===== src/audio_port_irq_pkg.sv =====
// constants, field layouts and carrier types for the audio port interrupt and timing block
//
// Functional notes
// - Raw status holds one sticky bit per source, set regardless of enables.
// - Masked status shows raw bits only where the enable bit is set.
// - Read-write enable register selects which sources reach masked status and irq.
// - Writing one to a clear bit clears that raw bit and its masked bit.
// - Optional inversion of incoming transmit bit clock when transmitter is clock slave.
// - Data-valid flag is delayed by the programmed data-enable delay count.
// - Optional extra two-stage synchroniser on the receiver's incoming serial signals.
// - Optional extra two-stage synchroniser on the transmitter's incoming serial signals.
// - Each outgoing serial signal is delayed by its own programmed cycle count.
// - Each incoming serial signal is delayed by its own programmed cycle count.
// - Received words are counted against receive length; reaching it raises frame-complete.
// - Constant-output channel modes drive the constant value on the chosen channel.
// - Frame-complete interrupt is set once all expected receive data arrived.
// - Receive-done interrupt is set each time the DMA finishes a descriptor.
package audio_port_irq_pkg;

  // ----------------------------------------------------------------
  // register offsets (byte addresses)
  // ----------------------------------------------------------------
  localparam logic [7:0] OFS_IRQ_RAW_STATUS    = 8'h0c;
  localparam logic [7:0] OFS_IRQ_MASKED_STATUS = 8'h10;
  localparam logic [7:0] OFS_IRQ_ENABLE        = 8'h14;
  localparam logic [7:0] OFS_IRQ_CLEAR         = 8'h18;
  localparam logic [7:0] OFS_TIMING_CONTROL    = 8'h1c;
  localparam logic [7:0] OFS_RECEIVE_LENGTH    = 8'h24;
  localparam logic [7:0] OFS_CONSTANT_VALUE    = 8'h28;

  // ----------------------------------------------------------------
  // interrupt source bit positions
  // ----------------------------------------------------------------
  localparam int IRQ_COUNT                   = 16;
  localparam int IRQ_RX_TAKE_DATA            = 0;
  localparam int IRQ_TX_REFILL_REQUEST       = 1;
  localparam int IRQ_RX_FIFO_FILLED          = 2;
  localparam int IRQ_RX_FIFO_DRAINED         = 3;
  localparam int IRQ_TX_FIFO_FILLED          = 4;
  localparam int IRQ_TX_FIFO_DRAINED         = 5;
  localparam int IRQ_RX_HANG                 = 6;
  localparam int IRQ_TX_HANG                 = 7;
  localparam int IRQ_RX_DONE                 = 8;
  localparam int IRQ_RX_FRAME_COMPLETE       = 9;
  localparam int IRQ_TX_DONE                 = 10;
  localparam int IRQ_TX_EOF                  = 11;
  localparam int IRQ_RX_DESCRIPTOR_FAULT     = 12;
  localparam int IRQ_TX_DESCRIPTOR_FAULT     = 13;
  localparam int IRQ_RX_DESCRIPTOR_EXHAUSTED = 14;
  localparam int IRQ_TX_TOTAL_EOF            = 15;

  localparam logic [15:0] IRQ_RESET = 16'h0000;

  // ----------------------------------------------------------------
  // serial pin indices (incoming and outgoing vectors)
  // ----------------------------------------------------------------
  localparam int PIN_COUNT      = 5;
  localparam int PIN_RX_DATA    = 0;
  localparam int PIN_RX_WORDSEL = 1;
  localparam int PIN_RX_BITCLK  = 2;
  localparam int PIN_TX_WORDSEL = 3;
  localparam int PIN_TX_BITCLK  = 4;
  localparam logic [4:0] PIN_IS_RX = 5'h07;

  localparam int OUT_RX_BITCLK  = 0;
  localparam int OUT_RX_WORDSEL = 1;
  localparam int OUT_TX_DATA    = 2;
  localparam int OUT_TX_WORDSEL = 3;
  localparam int OUT_TX_BITCLK  = 4;

  localparam int DELAY_W    = 2;
  localparam int HIST_DEPTH = 4;

  // ----------------------------------------------------------------
  // transmit channel arrangements with a constant channel
  // ----------------------------------------------------------------
  localparam logic [2:0] CHAN_CONST_RIGHT = 3'h3;
  localparam logic [2:0] CHAN_CONST_LEFT  = 3'h4;

  // ----------------------------------------------------------------
  // carrier types
  // ----------------------------------------------------------------
  typedef struct packed {
    logic               tx_bitclk_input_invert;
    logic [DELAY_W-1:0] data_enable_delay;
    logic               tx_two_stage_sync;
    logic               rx_two_stage_sync;
    logic [DELAY_W-1:0] rx_bitclk_output_delay;
    logic [DELAY_W-1:0] rx_wordsel_output_delay;
    logic [DELAY_W-1:0] tx_serdata_output_delay;
    logic [DELAY_W-1:0] tx_wordsel_output_delay;
    logic [DELAY_W-1:0] tx_bitclk_output_delay;
    logic [DELAY_W-1:0] rx_serdata_input_delay;
    logic [DELAY_W-1:0] rx_wordsel_input_delay;
    logic [DELAY_W-1:0] rx_bitclk_input_delay;
    logic [DELAY_W-1:0] tx_wordsel_input_delay;
    logic [DELAY_W-1:0] tx_bitclk_input_delay;
  } timing_type;

  localparam int TIMING_W = $bits(timing_type);

  typedef struct packed {
    logic [31:0] left;
    logic [31:0] right;
  } sample_pair_type;

  typedef struct packed {
    logic [15:0]                          raw;
    logic [15:0]                          ena;
    timing_type                           timing;
    logic [31:0]                          rx_len;
    logic [31:0]                          const_val;
    logic [31:0]                          rx_count;
    logic [31:0]                          rdata;
    logic [PIN_COUNT-1:0]                 s1;
    logic [PIN_COUNT-1:0]                 s2;
    logic [PIN_COUNT-1:0]                 d1;
    logic [PIN_COUNT-1:0]                 d2;
    logic [PIN_COUNT-1:0][HIST_DEPTH-1:0] ihist;
    logic [PIN_COUNT-1:0][HIST_DEPTH-1:0] ohist;
    logic [HIST_DEPTH-1:0]                dv_hist;
    logic                                 rx_bitclk_prev;
    sample_pair_type                      tx_data;
  } state_type;

endpackage : audio_port_irq_pkg


===== src/audio_port_irq_timing_regs.sv =====
// interrupt registers, serial signal timing and constant channel logic of the audio port
`timescale 1ns/10ps
`default_nettype none

module audio_port_irq_timing_regs
  import audio_port_irq_pkg::*;
(
  input  wire logic                 clock,
  input  wire logic                 rst_n,
  input  wire logic [7:0]           reg_addr,
  input  wire logic [31:0]          reg_wdata,
  input  wire logic                 reg_write,
  input  wire logic                 reg_read,
  output logic      [31:0]          reg_rdata,
  output logic                      irq,
  input  wire logic [15:0]          irq_events,
  input  wire logic                 rx_word_strobe,
  input  wire logic                 data_valid_in,
  output logic                      data_valid_out,
  input  wire logic                 tx_slave_mode,
  input  wire logic [PIN_COUNT-1:0] pins_in,
  output logic      [PIN_COUNT-1:0] pins_out,
  output logic      [PIN_COUNT-1:0] link_in,
  input  wire logic [PIN_COUNT-1:0] link_out,
  output logic                      rx_bitclk_rise,
  input  wire logic [2:0]           tx_channel_arrangement,
  input  wire logic                 tx_msb_right,
  input  wire sample_pair_type      tx_sample,
  output var sample_pair_type       tx_channel_data
);

  // ----------------------------------------------------------------
  // helpers
  // ----------------------------------------------------------------

  // pick a tap of a delay line; tap 0 is the first flop
  function automatic logic tap(input logic [HIST_DEPTH-1:0] h, input logic [DELAY_W-1:0] n);
    return h[n];
  endfunction : tap

  // programmed delay of one incoming signal
  function automatic logic [DELAY_W-1:0] in_delay(input timing_type t, input int i);
    case (i)
      PIN_RX_DATA:    return t.rx_serdata_input_delay;
      PIN_RX_WORDSEL: return t.rx_wordsel_input_delay;
      PIN_RX_BITCLK:  return t.rx_bitclk_input_delay;
      PIN_TX_WORDSEL: return t.tx_wordsel_input_delay;
      default:        return t.tx_bitclk_input_delay;
    endcase
  endfunction : in_delay

  // programmed delay of one outgoing signal
  function automatic logic [DELAY_W-1:0] out_delay(input timing_type t, input int i);
    case (i)
      OUT_RX_BITCLK:  return t.rx_bitclk_output_delay;
      OUT_RX_WORDSEL: return t.rx_wordsel_output_delay;
      OUT_TX_DATA:    return t.tx_serdata_output_delay;
      OUT_TX_WORDSEL: return t.tx_wordsel_output_delay;
      default:        return t.tx_bitclk_output_delay;
    endcase
  endfunction : out_delay

  // ----------------------------------------------------------------
  // state
  // ----------------------------------------------------------------
  state_type   st_reg;
  state_type   st_next;
  logic [15:0] clr;
  logic [15:0] ev;
  logic        sel;
  logic        sync_on;

  // next-state logic: bus, interrupts, counting and pin paths
  always_comb begin
    st_next = st_reg;
    clr     = '0;
    sel     = 1'b0;
    sync_on = 1'b0;
    // frame-complete is owned here, not by the outside event vector
    ev = irq_events;
    ev[IRQ_RX_FRAME_COMPLETE] = 1'b0;

    // register writes
    if (reg_write) begin
      case (reg_addr)
        OFS_IRQ_ENABLE:     st_next.ena = reg_wdata[15:0];
        OFS_IRQ_CLEAR:      clr = reg_wdata[15:0];
        OFS_TIMING_CONTROL: st_next.timing = timing_type'(reg_wdata[TIMING_W-1:0]);
        OFS_RECEIVE_LENGTH: begin
          st_next.rx_len   = reg_wdata;
          st_next.rx_count = '0;
        end
        OFS_CONSTANT_VALUE: st_next.const_val = reg_wdata;
        default: ;
      endcase
    end

    // receive length counter; a length of zero disables it
    if (rx_word_strobe && st_reg.rx_len != '0 &&
        !(reg_write && reg_addr == OFS_RECEIVE_LENGTH)) begin
      if (st_reg.rx_count + 32'h1 >= st_reg.rx_len) begin
        st_next.rx_count = '0;
        ev[IRQ_RX_FRAME_COMPLETE] = 1'b1;
      end else begin
        st_next.rx_count = st_reg.rx_count + 32'h1;
      end
    end

    // sticky raw bits; a new event beats a clear in the same cycle
    st_next.raw = (st_reg.raw & ~clr) | ev;

    // read data stands for one cycle only
    st_next.rdata = '0;
    if (reg_read) begin
      case (reg_addr)
        OFS_IRQ_RAW_STATUS:    st_next.rdata = {16'h0000, st_reg.raw};
        OFS_IRQ_MASKED_STATUS: st_next.rdata = {16'h0000, st_reg.raw & st_reg.ena};
        OFS_IRQ_ENABLE:        st_next.rdata = {16'h0000, st_reg.ena};
        OFS_TIMING_CONTROL:    st_next.rdata = 32'(st_reg.timing);
        OFS_RECEIVE_LENGTH:    st_next.rdata = st_reg.rx_len;
        OFS_CONSTANT_VALUE:    st_next.rdata = st_reg.const_val;
        default:               st_next.rdata = '0;
      endcase
    end

    // mandatory pin synchroniser, then the optional second pair
    st_next.s1 = pins_in;
    st_next.s2 = st_reg.s1;
    st_next.d1 = st_reg.s2;
    st_next.d2 = st_reg.d1;

    // incoming paths: optional extra sync, bclk inversion, delay line
    for (int i = 0; i < PIN_COUNT; i++) begin
      sync_on = PIN_IS_RX[i] ? st_reg.timing.rx_two_stage_sync
                             : st_reg.timing.tx_two_stage_sync;
      sel = sync_on ? st_reg.d2[i] : st_reg.s2[i];
      if (i == PIN_TX_BITCLK && tx_slave_mode && st_reg.timing.tx_bitclk_input_invert) begin
        sel = ~sel;
      end
      st_next.ihist[i] = {st_reg.ihist[i][HIST_DEPTH-2:0], sel};
      st_next.ohist[i] = {st_reg.ohist[i][HIST_DEPTH-2:0], link_out[i]};
    end

    st_next.dv_hist = {st_reg.dv_hist[HIST_DEPTH-2:0], data_valid_in};
    st_next.rx_bitclk_prev = tap(st_reg.ihist[PIN_RX_BITCLK],
                                 in_delay(st_reg.timing, PIN_RX_BITCLK));

    // channel data; constant modes replace one side with the constant
    st_next.tx_data = tx_sample;
    case (tx_channel_arrangement)
      CHAN_CONST_RIGHT: begin
        if (tx_msb_right) st_next.tx_data.left = st_reg.const_val;
        else              st_next.tx_data.right = st_reg.const_val;
      end
      CHAN_CONST_LEFT: begin
        if (tx_msb_right) st_next.tx_data.right = st_reg.const_val;
        else              st_next.tx_data.left = st_reg.const_val;
      end
      default: ;
    endcase
  end

  // state register, synchronous active-low reset
  always_ff @(posedge clock) begin
    if (!rst_n) begin
      st_reg     <= '0;
      st_reg.raw <= IRQ_RESET;
    end else begin
      st_reg <= st_next;
    end
  end

  // ----------------------------------------------------------------
  // outputs
  // ----------------------------------------------------------------

  // delay taps come straight off flops, so no glitching on the pins
  always_comb begin
    for (int i = 0; i < PIN_COUNT; i++) begin
      link_in[i]  = tap(st_reg.ihist[i], in_delay(st_reg.timing, i));
      pins_out[i] = tap(st_reg.ohist[i], out_delay(st_reg.timing, i));
    end
  end

  assign data_valid_out  = tap(st_reg.dv_hist, st_reg.timing.data_enable_delay);
  assign irq             = |(st_reg.raw & st_reg.ena);
  assign reg_rdata       = st_reg.rdata;
  assign rx_bitclk_rise  = link_in[PIN_RX_BITCLK] & ~st_reg.rx_bitclk_prev;
  assign tx_channel_data = st_reg.tx_data;

endmodule : audio_port_irq_timing_regs

`default_nettype wire


===== config.mk =====
export PLATFORM = sky130hd
export DESIGN_NAME = audio_port_irq_timing_regs
export DESIGN_NICKNAME = d
export VERILOG_FILES = /design/src/audio_port_irq_pkg.sv /design/src/audio_port_irq_timing_regs.sv
export SDC_FILE = /design/constraint.sdc
export NUM_CORES = 1
export LEC_CHECK = 0
export BUFFER_PORTS_ARGS = -buffer_cell sky130_fd_sc_hd__buf_2
export CAP_MARGIN = 20
export CORE_MARGIN = 5
export CORE_UTILIZATION = 45
export DETAILED_ROUTE_END_ITERATION = 6
export PLACE_DENSITY = 0.67
export SYNTH_ARGS = -nofsm -noshare
export SYNTH_HDL_FRONTEND = slang
export SYNTH_SLANG_ARGS = --single-unit

===== constraint.sdc =====
create_clock -name clock -period 4.6 [get_ports clock]
set_input_delay 0.69 -clock clock [delete_from_list [all_inputs] [get_ports clock]]
set_output_delay 0.69 -clock clock [all_outputs]
set_load 0.1 [all_outputs]

* Word-level counts from Yosys, hierarchy flattened
Cells that the tools add are included.
** Word-level totals
- Output and inout port bits :: 109
- Input port bits :: 141
- Logic and storage cells :: 124
- Flip-flop bits (word level) :: 314
** Cells by class
- Bitwise operators :: 7
- Add/subtract/negate cells :: 1
- $lt $le $gt $ge :: 12
- Reductions and logical operators :: 15
- Eq/ne operators :: 9
- Multiplexer cells :: 42
** Operators by type and width (number)
- $mux 32 :: 8
- $pmux 32 s6 :: 1
- $pmux 64 s2 :: 1
- $lt 2x3->1 const B :: 11
- $add 32x1->32 const B :: 1
- $and 16x16->16 :: 2
- $eq 8x5->1 const B :: 4
- $ge 32x32->1 :: 1
- $mux 16 :: 2
- $reduce_bool 32->1 :: 1
- $bmux 1 s2 :: 11
- $mux 1 :: 19
- $eq 8x6->1 const B :: 2
- $not 16->16 :: 1
- $or 16x16->16 :: 1
- $reduce_or 16->1 :: 1
- $reduce_and 2->1 :: 6
- $eq 8x4->1 const B :: 1
- $logic_and 1x1->1 :: 4
- $reduce_bool 2->1 :: 2
- $eq 3x2->1 const B :: 1
- $eq 3x3->1 const B :: 1
- $not 1->1 :: 2
- $and 1x1->1 :: 1
- $logic_not 1->1 :: 1

* Longest topological paths before layout
- Word-level depth :: 6
- Gate-level depth with buffers :: 15
- Mapped depth without buffers :: 13

* Least setup slack after synthesis
OpenSTA, ideal clock, no wires.
- Path type :: reg-to-reg
- Start :: register st_reg[165] (netlist name)
- End :: register st_reg[177] (netlist name)
- Stages on the path, launching flop included :: 16
- Setup slack :: 950 ps
- Data required time :: 4483 ps
- Period minus slack after synthesis :: 3650 ps
- Arrival :: 3533 ps
- Library setup time :: 117 ps
- Cell sequence :: dfxtp_1 > buf_2 > and4_4 > nand3_4 > or3_4 > and2_2 > or2_2 > ha_1 > nand4_1 > or3_1 > o32ai_2 > o41ai_4 > and3_1 > buf_6 > buf_6 > a22o_1
** On the way
- Longest elaborated chain between the ends :: 4
** Ends and longest elaborated chain
- from (decl) :: line audio_port_irq_timing_regs.sv:66 : state_type st_reg;
- from (signal assigned) :: line audio_port_irq_timing_regs.sv:169 : st_reg <= st_next;
- $add 32x1->32 (*) :: line audio_port_irq_timing_regs.sv:101, audio_port_irq_timing_regs.sv:105
- $ge 32x32->1 :: line audio_port_irq_timing_regs.sv:101 : if (st_reg.rx_count + 32'h1 >= st_reg.rx_len) begin
- $mux 32 (*) :: line audio_port_irq_timing_regs.sv:101
- $mux 32 (*) :: line audio_port_irq_timing_regs.sv:99 : if (rx_word_strobe && st_reg.rx_len != '0 &&
Mark *: on every way between the ends. The rest lies on a longest branch, timed or not.
A chain may end at the register's enable or synchronous reset.

* Final worst setup path
- Start :: register st_reg[161] (netlist name)
- End :: register st_reg[185] (netlist name)
Same word-level chain as after synthesis.

==> metrics.log <==
[metrics] final total power: 6226 uW
[metrics] total leakage power: around 0.0065 uW
[metrics] Pwr per Cell Area: 390.1 nW/um^2
[metrics] number of synthesized register bits: 314
[metrics] outcome: completed
[metrics] max-capacitance violation count: 0
[metrics] All-Layer GR Usage: 0.2198
[metrics] arrival time reported for the critical path endpoint: 4.48 ns
[metrics] number of sinks handled by clock tree synthesis: 314
[metrics] number of flip-flops in the largest register: ~170
[metrics] post-synthesis to final-layout area growth: 14.72%
[metrics] largest area contributor in the synthesized netlist: dfxtp_1
[metrics] number of top-level design ports: 250
[metrics] Post-Syn Area: 13910 sq um
[metrics] DRC marker count from the first detailed-route iteration: 903
[metrics] final hold viol count: 0
[metrics] Final Slew Violations: 0
[metrics] share of the core filled with cells: 0.5217
[metrics] RSZ-0062 raised after global routing: no
[metrics] Pre-antenna DRT Iters: 7
[metrics] routability cong.: 0.8575
[metrics] number of fill cells in the layout: 2856
[metrics] maximum fanout along the worst path: 10
[metrics] number of buffers inserted by post-CTS setup repair: 0
[metrics] initial antenna violation count: 3
[metrics] cell count after synthesis: 1563
[metrics] combinational share of power: 0.091
[metrics] wire length of the first global-routing pass: 60530 um
[metrics] share of layout cells above drive strength 1: 0.2203
[metrics] worst hold-check slack: 0.3814 ns
[metrics] Avg WL per Cell: 18.47 um
[metrics] cell with the most instances after synthesis: nand2_1
[metrics] Net Count, Synth: roughly 1700
[metrics] residual overflow from global routing: 0
[metrics] total wirelength of the detailed-routed design: 38950 um
[metrics] number of buffers created by CTS: 35
[metrics] number of gates resized after CTS: 0
[metrics] placement row count: 64
[metrics] effective utilization at floorplan: 0.4548
[metrics] sw frac: 0.2540
[metrics] type of origin of the critical path: flop
[metrics] die span in y: 185.8 um
[metrics] core area: 30590 sq um
[metrics] fraction of the cycle the final worst path needs: 0.8773
[metrics] cell at the root of the clock tree: clkbuf_16
[metrics] deepest level of the CTS H-tree: 2
[metrics] worst-case headroom to the max-slew limit: 0.2826
[metrics] worst vdd rail ir drop: 0.3255 mV
[metrics] vias after detailed routing: ~11000
[metrics] number of failing setup endpoints in the final timing report: 0
[metrics] post-layout minimum cycle time: 4.036 ns
[metrics] fraction of synthesized cell area taken by the top area cell type: 0.4519
[metrics] detail-routed via count per cell: 5.361
[metrics] count of unresolved DRC violations after routing: 0
[metrics] placed wire-length estimate: 27630 um
[metrics] clk_skew: 0.02628 ns
[metrics] Synth top cells by count: 391 x nand2_1, 314 x dfxtp_1, 160 x a21boi_0
[metrics] number of enable flip-flop cells after synthesis: 0
[metrics] worst setup path class: reg2reg
[metrics] mean area per synthesized cell: 8.900 sq um
[metrics] cell area after placement: 14790 sq um
[metrics] clock edge transition at the registers on the reported setup and hold paths: about 0.060 ns
[metrics] Yosys cell types: 67
[metrics] top cells by area in the synthesized netlist: dfxtp_1 45%, nand2_1 11%, a21boi_0 8.6%
[metrics] final instance area: 15960 sq um
[metrics] buffers added on ports: 248
[metrics] Die Width: 185.8 um
[metrics] nature of the critical path endpoint: flop
[metrics] antenna viol nets, final: 0
[metrics] proportion of register bits with asynchronous set or reset after synthesis: 0
[metrics] area taken by multi-input logic gates: 6412 sq um
[metrics] WP data required: slightly above 5 ns
[metrics] Die Outline Area: 34530 sq um
[metrics] Power Internal: 4644 uW
[metrics] clock share of power: 0.458
[metrics] total number of yosys warnings: 0
[metrics] pin count of the biggest net entering global routing: 110
[metrics] count of hold-fix buffers inserted at cts: 0
[metrics] sequential share of the synthesized area: 0.4519
[metrics] vias in the first global route: 11130
[metrics] type of the tightest min-delay check: in2reg
[metrics] Bufs on Longest Clock Path: 3
[metrics] fmax: 247.8 MHz
[metrics] area taken by flip-flops and latches: roughly 6300 sq um
[metrics] register share of total power: 0.451
[metrics] number of nets at the end of the flow: 1862
[metrics] pin slew with the least headroom to its limit: 1.074 ns
[metrics] net switching component of the power: 1582 uW
[metrics] flip-flop cell with the highest count after synthesis: dfxtp_1
[metrics] TritonCTS clock tree: yes
[metrics] setup TNS after final layout: 0 ns
[metrics] insertion delay of the later-clocked pin in the worst-skew pair: 0.52 ns
worst max-delay path, cell delays in order, from the launching register on:
cell and delay (ns):
dfxtp_1 0.40, ha_1 0.28, and3_1 0.26, nand3_1 0.25
nor3_4 0.33, and3_1 0.21, xor2_1 0.21, ha_1 0.29
a21oi_1 0.17, nand2_1 0.07, a221oi_1 0.35, o211a_1 0.35
and3_1 0.41, buf_4 0.25, a22o_1 0.15
kinds of logic after synthesis:
logic type	count (synthesis)	share of synthesized area
AOI/OAI and AO/OA	333	0.1803
xor gates and xnor gates	29	0.01880
adders and majority gates	33	0.02968
buffers and inverters	226	0.08967
DFF	314	0.4519
muxes	29	0.03184
and+or+nand+nor	599	0.1978
power groups by stage:
stage	Sequential (uW)	Clock [uW]	Combinational, uW
after floorplan	2860	0	455
after global placement	2870	0	561
after detailed placement	2870	0	565
after CTS	2810	2910	567
after global routing	2810	3020	594
final	2810	2850	565
through the flow:
stage,cells,setup WS (ns)
6_report,2109,0.5644
5_1_grt,2109,0.2606
4_1_cts,2107,0.5485
3_5_place_dp,2047,0.5524
3_3_place_gp,2047,0.5846
2_1_floorplan,1563,0.9501
layer usage:
layer | track usage | vias up | share of wire
met5 | 0 | - | 0.00033
met4 | 0.07665 | 2 | 0.032
met3 | 0.04534 | 77 | 0.066
met2 | 0.3641 | 392 | 0.47
met1 | 0.2862 | 5363 | 0.43
li1 | - | 5472 | -
final timing paths:
kind                      from  slack (ns)      endpoint  depth (start not counted)
hold reg to reg   st_next[112]        0.43   st_reg[112]                          1
hold / removal      pins_in[0]        0.38  st_next[119]                          2
setup / recovery   st_reg[161]        0.56   st_reg[185]                         14
setup reg to reg   st_reg[161]        0.56   st_reg[185]                         14
final cells by class:
| class | count | share of cell area |
|---|---|---|
| multi-input combinational | 1023 | 0.4018 |
| clock inverter | 12 | 0.01145 |
| inverter | 40 | 0.009408 |
| sequential | 314 | 0.3939 |
| tap | 396 | 0.03105 |
| clock buffer | 48 | 0.06170 |
| timing repair buffer | 274 | 0.09040 |
| antenna | 2 | 0.0003136 |
cells in the final DEF, fill, tap and decap left out, types with 9 or more instances in the layout:
cell,count
nor4_1,10
xnor2_1,18
dfxtp_1,314
xor2_1,10
a222oi_1,11
and2_1,63
a22oi_1,26
a21boi_0,160
a21o_1,14
inv_1,40
buf_4,26
a21oi_1,47
buf_2,247
nor2_1,23
mux2_2,12
nor2b_1,24
ha_1,33
a22o_1,30
nand3_1,34
mux4_2,11
nand4_1,16
a21boi_1,9
nand2_1,391
clkbuf_16,35
Power figures use the tool's default switching activity.
